<file path="src/hw/cis_pkg.sv">
/*
 * Package for the core interrupt sequencer: register map, bit positions,
 * reset values, phase and sequencer encodings, carrier structs.
 * Assumes an APB slave with 32-bit data and word-aligned registers.
 */
package cis_pkg;

    // register byte offsets
    localparam logic [7:0] CIS_OFF_CONTROL = 8'h00;
    localparam logic [7:0] CIS_OFF_PFLAG = 8'h04;
    localparam logic [7:0] CIS_OFF_PENABLE = 8'h08;
    localparam logic [7:0] CIS_OFF_OPTION = 8'h0C;
    localparam logic [7:0] CIS_OFF_STATUS = 8'h10;

    // irq_control_reg bit positions
    localparam int CIS_BIT_GIE = 7;
    localparam int CIS_BIT_PIE = 6;
    localparam int CIS_BIT_T0E = 5;
    localparam int CIS_BIT_EXE = 4;
    localparam int CIS_BIT_PCE = 3;
    localparam int CIS_BIT_T0F = 2;
    localparam int CIS_BIT_EXF = 1;
    localparam int CIS_BIT_PCF = 0;

    // option register: edge select
    localparam int CIS_BIT_EDGE = 0;

    localparam logic [7:0] CIS_CONTROL_RST = 8'h00;
    localparam logic [7:0] CIS_PERIPH_RST = 8'h00;
    localparam logic CIS_EDGE_RST = 1'b1;

    localparam logic [15:0] CIS_VECTOR = 16'h0004;
    localparam logic [1:0] CIS_LAT_CYCLES = 2'h3;

    typedef enum logic [1:0] {
        CIS_Q1 = 2'b00,
        CIS_Q2 = 2'b01,
        CIS_Q3 = 2'b11,
        CIS_Q4 = 2'b10
    } cis_phase_t;

    typedef enum logic [1:0] {
        CIS_IDLE = 2'b00,
        CIS_FLUSH = 2'b01,
        CIS_PUSH = 2'b11,
        CIS_WAKE = 2'b10
    } cis_seq_t;

    // core-side event bundle
    typedef struct packed {
        logic timer_zero_ovf;
        logic port_change;
        logic return_from_irq;
        logic sleep_exec;
        logic wake_event;
    } cis_core_in_t;

    // commands from the sequencer to the core
    typedef struct packed {
        logic flush;
        logic push_pc;
        logic load_vector;
        logic [15:0] vector;
        logic pop_pc;
    } cis_core_cmd_t;

endpackage

</file>
<file path="src/hw/cis_core_interrupt_sequencer.sv">
/*
 * Interrupt sequencer of a small 8-bit core: flags, enables, request
 * gating, vectoring sequence, return handling, sleep wake-up and the
 * edge-selectable external pin.
 * Assumes the core gives one-cycle event pulses on pclk and follows the
 * vectoring commands; peripheral flags arrive as level set pulses.
 */
// Chosen here: the APB slave port and the register addresses.
`timescale 1ns/1ns
`default_nettype none

// Functional notes
// - any reset clears all enables, so nothing vectors until software enables.
// - vectoring needs global and own enable; peripheral sources also need periph enable.
// - flags set on their events regardless of every enable bit.
// - on enabled event: flush prefetch, push PC, load 0004h, then clear global enable.
// - flags stay set until software clears; a pending enabled flag retriggers.
// - with global enable clear only flags set and an enabled flag wakes sleep; pending served once re-enabled.
// - return_from_irq pops return address and sets global enable together.
// - synchronous source reaches the vector exactly three instruction cycles later.
// - asynchronous source takes three or four cycles, independent of instruction length.
// - external flag may set during Q4 to Q1 and is sampled at Q1.
// - after wake the next instruction runs, then vector if global enable set; a wake in Q2 to Q4 skips WAKE and a pending request flushes at the next Q1.
// - external pin is edge-triggered; edge select high rising, low falling.
// - a selected edge sets external flag; vectoring needs global and external enable.
// - hardware saves only the return PC; software saves working registers.
// - vectoring loads PC directly and leaves pc_high_latch untouched.
// - irq_control_reg is fully readable and writable with three sources.
// - layout 7 global, 6 periph, timer, ext, port enables, then flags.
module cis_core_interrupt_sequencer
    import cis_pkg::*;
#(
    parameter int PERIPH_W = 8
) (
    input wire logic pclk,
    input wire logic presetn,
    input wire logic psel,
    input wire logic penable,
    input wire logic pwrite,
    input wire logic [7:0] paddr,
    input wire logic [31:0] pwdata,
    output logic [31:0] prdata,
    output logic pready,
    output logic pslverr,
    input wire logic ext_irq_pin,
    input wire cis_core_in_t core_in,
    input wire logic [PERIPH_W-1:0] periph_event,
    output cis_core_cmd_t core_cmd,
    output logic irq_pending,
    output logic [1:0] q_phase,
    output logic in_service
);

    initial begin
        if (PERIPH_W < 1 || PERIPH_W > 8) begin
            $error("PERIPH_W must be 1 to 8");
        end
    end

    function automatic logic [31:0] cis_zext(input logic [7:0] v);
        cis_zext = {24'h000000, v};
    endfunction

    logic [7:0] irq_control_reg;
    logic [PERIPH_W-1:0] periph_flag_reg;
    logic [PERIPH_W-1:0] periph_enable_reg;
    logic ext_edge_select;
    cis_phase_t phase;
    cis_seq_t seq;
    logic [1:0] lat_cnt;
    logic asleep;
    logic pin_s1, pin_s2, pin_s3;
    logic ext_latch;

    wire logic wr = psel && penable && pwrite;
    wire logic global_irq_enable = irq_control_reg[CIS_BIT_GIE];
    wire logic periph_irq_enable = irq_control_reg[CIS_BIT_PIE];
    wire logic wr_ctl = wr && paddr == CIS_OFF_CONTROL;

    // zero-wait slave; unmapped addresses answer with an error
    assign pready = 1'b1;
    always_comb begin
        pslverr = 1'b0;
        prdata = 32'h0000_0000;
        if (psel && penable) begin
            case (paddr)
                CIS_OFF_CONTROL: prdata = cis_zext(irq_control_reg);
                CIS_OFF_PFLAG: prdata = cis_zext(8'(periph_flag_reg));
                CIS_OFF_PENABLE: prdata = cis_zext(8'(periph_enable_reg));
                CIS_OFF_OPTION: prdata = cis_zext({7'h00, ext_edge_select});
                CIS_OFF_STATUS: prdata = cis_zext({3'h0, asleep, seq, phase});
                default: pslverr = 1'b1;
            endcase
        end
    end

    // four-phase instruction cycle
    always_ff @(posedge pclk or negedge presetn) begin
        if (!presetn) begin
            phase <= CIS_Q1;
        end else begin
            case (phase)
                CIS_Q1: phase <= CIS_Q2;
                CIS_Q2: phase <= CIS_Q3;
                CIS_Q3: phase <= CIS_Q4;
                CIS_Q4: phase <= CIS_Q1;
                default: phase <= CIS_Q1;
            endcase
        end
    end
    assign q_phase = phase;
    wire logic cycle_start = phase == CIS_Q1;

    // pin synchroniser; the second and third stages feed the edge detector
    always_ff @(posedge pclk or negedge presetn) begin
        if (!presetn) begin
            pin_s1 <= 1'b0;
            pin_s2 <= 1'b0;
            pin_s3 <= 1'b0;
        end else begin
            pin_s1 <= ext_irq_pin;
            pin_s2 <= pin_s1;
            pin_s3 <= pin_s2;
        end
    end
    wire logic ext_edge = ext_edge_select ? (pin_s2 && !pin_s3) : (!pin_s2 && pin_s3);

    // edge caught any time, handed to the flag only in the Q4..Q1 window
    wire logic ext_window = phase == CIS_Q4 || phase == CIS_Q1;
    always_ff @(posedge pclk or negedge presetn) begin
        if (!presetn) begin
            ext_latch <= 1'b0;
        end else if (ext_edge && !ext_window) begin
            ext_latch <= 1'b1;
        end else if (ext_window) begin
            ext_latch <= 1'b0;
        end
    end
    wire logic ext_set = ext_window && (ext_edge || ext_latch);

    always_ff @(posedge pclk or negedge presetn) begin
        if (!presetn) begin
            ext_edge_select <= CIS_EDGE_RST;
        end else if (wr && paddr == CIS_OFF_OPTION) begin
            ext_edge_select <= pwdata[CIS_BIT_EDGE];
        end
    end

    // enables and control flags; hardware set wins over software clear
    logic next_gie;
    always_comb begin
        next_gie = global_irq_enable;
        if (wr_ctl) begin
            next_gie = pwdata[CIS_BIT_GIE];
        end
        if (core_cmd.load_vector) begin
            next_gie = 1'b0;
        end else if (core_in.return_from_irq) begin
            next_gie = 1'b1;
        end
    end

    always_ff @(posedge pclk or negedge presetn) begin
        if (!presetn) begin
            irq_control_reg <= CIS_CONTROL_RST;
        end else begin
            if (wr_ctl) begin
                irq_control_reg[CIS_BIT_PIE:CIS_BIT_PCF] <= pwdata[CIS_BIT_PIE:CIS_BIT_PCF];
            end
            irq_control_reg[CIS_BIT_GIE] <= next_gie;
            if (core_in.timer_zero_ovf) begin
                irq_control_reg[CIS_BIT_T0F] <= 1'b1;
            end
            if (ext_set) begin
                irq_control_reg[CIS_BIT_EXF] <= 1'b1;
            end
            if (core_in.port_change) begin
                irq_control_reg[CIS_BIT_PCF] <= 1'b1;
            end
        end
    end

    always_ff @(posedge pclk or negedge presetn) begin
        if (!presetn) begin
            periph_flag_reg <= PERIPH_W'(CIS_PERIPH_RST);
            periph_enable_reg <= PERIPH_W'(CIS_PERIPH_RST);
        end else begin
            if (wr && paddr == CIS_OFF_PENABLE) begin
                periph_enable_reg <= pwdata[PERIPH_W-1:0];
            end
            if (wr && paddr == CIS_OFF_PFLAG) begin
                periph_flag_reg <= pwdata[PERIPH_W-1:0] | periph_event;
            end else begin
                periph_flag_reg <= periph_flag_reg | periph_event;
            end
        end
    end

    // request gating; unmasked request also drives wake-up
    wire logic core_req = (irq_control_reg[CIS_BIT_T0E] && irq_control_reg[CIS_BIT_T0F])
        || (irq_control_reg[CIS_BIT_EXE] && irq_control_reg[CIS_BIT_EXF])
        || (irq_control_reg[CIS_BIT_PCE] && irq_control_reg[CIS_BIT_PCF]);
    wire logic periph_req = periph_irq_enable && |(periph_flag_reg & periph_enable_reg);
    wire logic enabled_req = core_req || periph_req;
    assign irq_pending = global_irq_enable && enabled_req;

    always_ff @(posedge pclk or negedge presetn) begin
        if (!presetn) begin
            asleep <= 1'b0;
        end else if (core_in.sleep_exec) begin
            asleep <= 1'b1;
        end else if (asleep && (core_in.wake_event || enabled_req)) begin
            asleep <= 1'b0;
        end
    end
    wire logic waking = asleep && (core_in.wake_event || enabled_req);

    // vectoring sequence counted in instruction cycles; the event cycle,
    // flush cycle and push cycle make the fixed three-cycle latency
    always_ff @(posedge pclk or negedge presetn) begin
        if (!presetn) begin
            seq <= CIS_IDLE;
            lat_cnt <= 2'h0;
        end else if (cycle_start) begin
            case (seq)
                CIS_IDLE: begin
                    if (waking) begin
                        seq <= CIS_WAKE;
                    end else if (irq_pending && !asleep) begin
                        seq <= CIS_FLUSH;
                        lat_cnt <= 2'h1;
                    end
                end
                CIS_WAKE: begin
                    seq <= CIS_IDLE; // next instruction runs, then gate re-checked
                end
                CIS_FLUSH: begin
                    seq <= CIS_PUSH;
                    lat_cnt <= lat_cnt + 2'h1;
                end
                CIS_PUSH: begin
                    if (lat_cnt + 2'h1 >= CIS_LAT_CYCLES) begin
                        seq <= CIS_IDLE;
                    end
                    lat_cnt <= lat_cnt + 2'h1;
                end
                default: seq <= CIS_IDLE;
            endcase
        end
    end

    // flush, push_pc and load_vector are one-cycle pulses launched at Q1, pop_pc follows the return; pc_high_latch is never touched
    always_ff @(posedge pclk or negedge presetn) begin
        if (!presetn) begin
            core_cmd <= '0;
            in_service <= 1'b0;
        end else begin
            core_cmd.flush <= cycle_start && seq == CIS_IDLE && irq_pending && !asleep && !waking;
            core_cmd.push_pc <= cycle_start && seq == CIS_FLUSH;
            core_cmd.load_vector <= cycle_start && seq == CIS_PUSH;
            core_cmd.vector <= CIS_VECTOR;
            core_cmd.pop_pc <= core_in.return_from_irq;
            if (cycle_start && seq == CIS_PUSH) begin
                in_service <= 1'b1;
            end else if (core_in.return_from_irq) begin
                in_service <= 1'b0;
            end
        end
    end

endmodule

`default_nettype wire

</file>
<file path="config.mk">
export PLATFORM = sky130hd
export DESIGN_NAME = cis_core_interrupt_sequencer
export DESIGN_NICKNAME = d
export VERILOG_FILES = /design/src/hw/cis_pkg.sv /design/src/hw/cis_core_interrupt_sequencer.sv
export SDC_FILE = /design/constraint.sdc
export NUM_CORES = 1
export LEC_CHECK = 0
export ABC_AREA = 0
export BUFFER_PORTS_ARGS = -buffer_cell sky130_fd_sc_hd__buf_4
export CAP_MARGIN = 5
export CELL_PAD_IN_SITES_DETAIL_PLACEMENT = 1
export CELL_PAD_IN_SITES_GLOBAL_PLACEMENT = 1
export CORE_AREA = 2 2 111 70
export CTS_BUF_LIST = sky130_fd_sc_hd__clkbuf_4 sky130_fd_sc_hd__clkbuf_8
export DETAILED_ROUTE_END_ITERATION = 10
export DIE_AREA = 0 0 113 72
export PLACE_DENSITY_LB_ADDON = 0.1
export SYNTH_ARGS = -nofsm -noshare
export SYNTH_HDL_FRONTEND = slang
export SYNTH_SLANG_ARGS = --single-unit
</file>
<file path="constraint.sdc">
create_clock -name pclk -period 2.52 [get_ports pclk]
set_clock_uncertainty 0.15 [all_clocks]
set_input_delay 0.252 -clock pclk [delete_from_list [all_inputs] [get_ports pclk]]
set_output_delay 0.252 -clock pclk [all_outputs]
set_load 0.01 [all_outputs]
</file>
==> results.ini <==
[outcome]
status=finished, violations left
violations=design-rule violations

[cells_and_area]
antenna_cells=0
drive_gt1_frac=0.307
fillers=827
seq_area_um2=1050
multiInputGateArea_um2=1070
syn2layout_area_growth_pct=27.3
fin_nets=362

[sta]
whs_ps=28.0
fin_crit_ps=2460
slew_headroom=0.627
layout_setup_ws_ps=58.0
finalHoldViolCount=0
slew_violations=0
tns_ps=0
setup_viol=0
worstMarginPinSlew_ps=559
clock.fmax_mhz=406
rsz0062_at_grt=no
fin_crit_sh=0.977

[die]
rows=24
fp.dieH_um=72
core_um2=7090
die_area_um2=8140
pin_count=117
die_x_um=113
start_util=0.330

[logic_synthesis]
synth_seq_cells=42
ys_top_cells_by_area=dfrtp_1 (44%), buf_4 (13%), mux2_4 (5.1%)
avgSynthCellArea_um2=10.3
synth_top_area_cell=dfrtp_1
synth_top_family_by_area=buffers and inverters
synth-adder-area-share=0.00535
synth-xor-area-share=0
synth_compound_area_frac=0.127
synth_cell_type_count=39
synth_top_flop_cell=dfrtp_1
synth-simple-area-share=0.130
netlist_top_cells_count=dfrtp_1 (41), buf_4 (40), nor2_1 (27), a22oi_1 (11), inv_1 (11)
synth_edf_count=0
netlist_area_um2=2340
synth.most_common_cell=dfrtp_1
synth_seq_area_share=0.450
netlist_instances=228
synth_top_area_frac=0.439
async_flop_share=1.00
synthMuxAreaShare=0.124
synth_warnings=0

[cts]
cts_buffer_depth=2
cts-root-buf=clkbuf_8
worstSkewPairLatency_ps=320
post-cts-setup-buffers=0
cts-htree-levels=2
numCtsBuffers=5
clock_sinks=42
cts_tree=done
clk_pin_slew_worst_paths_ps=90

[drt]
drt_iter0_drc=84
drtAntennaViolNets=0
dr.pass1.iters=7
drt_wl_total_mm=6.19
via_per_inst=4.59
drc=8
wire_per_inst_um=15.7
dr_total_vias=1807

[placed_design]
dp_hpwl_mm=4.45
gp_congestion=0.747
port_buffers=52
pre_cts_slack_ps=-131

[setup_path]
crit_required_ps=2120
worst_setup_path_end_kind=output pin
arrival_ps=2060
start_kind=input port
cp_max_fo=7
worstSetupPathType=input port to output pin

[worst_hold_path]
hold_class=input port to register

[global_routing]
gr-usage-all-layers=0.158
antenna_found_initial=0
grt_pass1_wl_mm=9.71
grt.overflow.total=0
first_global_vias=1827
grt_max_degree=43

[power]
ir_worst_vdd_uv=259
p_per_area_nw_per_um2=462
p_leak_nw=1.45

[job]
cap_violations=0

## worst max-delay path: stages
cell,delay [ps]
buf_4,110
or4_4,530
or4b_4,540
nor2_4,100
buf_6,140
a22oi_1,80
nor2_1,160
buf_4,150
## routing by layer
metal  wire length (um)  vias up  track usage  share of wire
li1                   -      867            -              -
met1               3150      875        0.227           0.51
met2               2520       57        0.223           0.41
met3                423        8       0.0443          0.068
met4                 99        0       0.0650          0.016
met5                  0        -            0              0
## where the power goes
group | total, W | internal [W] | switching (W) | leakage (nW)
clock network | 0.000486 | 0.000232 | 0.000253 | 0.0517
logic | 0.000181 | 0.0000839 | 0.0000969 | 0.900
registers | 0.000709 | 0.000693 | 0.0000155 | 0.498
total | 0.00138 | 0.00101 | 0.000366 | 1.45
## stage by stage
stage	cell area (um^2)	total power, W	cells	utilization
after CTS	2960	0.00140	394	0.418
after detailed placement	2720	0.000886	372	0.384
after floorplan	2490	0.000845	267	-
final	2980	0.00138	394	0.420
after global placement	2720	0.000885	372	0.384
after global routing	2980	0.00145	394	0.420
## cell type report
type	count	area share
inverters	11	0.0139
multi-input cells	167	0.361
flip-flops and latches	42	0.353
well taps	91	0.0382
clock inverters	1	0.00168
repair buffers	75	0.202
clock buffers	7	0.0303
## what timing repair did
action,in CTS,in global routing
hold buffers,14,0
endpoints found under the hold margin,54,0
gates resized for setup,0,5
endpoints found under the setup margin,0,4
## cell families (layout without fill, tap and decap cells)
logic type | Yosys count | in the layout
AOI/OAI and AO/OA | 40 | 40
adders and majority gates | 1 | 1
buffers and inverters | 58 | 94
DFF | 42 | 42
muxes | 24 | 24
other | 2 | 41
and+or+nand+nor | 61 | 61
## cells in the final DEF (no fill, tap or decap), types with 6 or more instances in the layout
| master | count |
|---|---|
| mux2_2 | 8 |
| nor2_1 | 25 |
| a211o_1 | 10 |
| a22oi_1 | 10 |
| clkbuf_8 | 6 |
| mux2i_1 | 8 |
| conb_1 | 41 |
| nand2_1 | 9 |
| inv_1 | 11 |
| buf_4 | 60 |
| dfrtp_1 | 41 |
| dlygate4sd3_1 | 14 |
| mux2_4 | 8 |
## worst paths after layout
kind / startpoint / cells past startpoint / endpoint / slack [ps]
max in group asynchronous: presetn / 2 / lat_cnt[0]$_DFFE_PN0P_ / 1510
setup / recovery: paddr[1] / 8 / prdata[2] / 60
hold reg to reg: pin_s1$_DFF_PN0_ / 0 / pin_s2$_DFF_PN0_ / 200
hold / removal: pwdata[4] / 2 / periph_enable_reg[4]$_DFFE_PN0P_ / 30
setup reg to reg: periph_flag_reg[2]$_DFF_PN0_ / 5 / lat_cnt[1]$_DFFE_PN0P_ / 560
min in group asynchronous: presetn / 2 / periph_enable_reg[0]$_DFFE_PN0P_ / 320
Power figures use the tool's default switching activity.
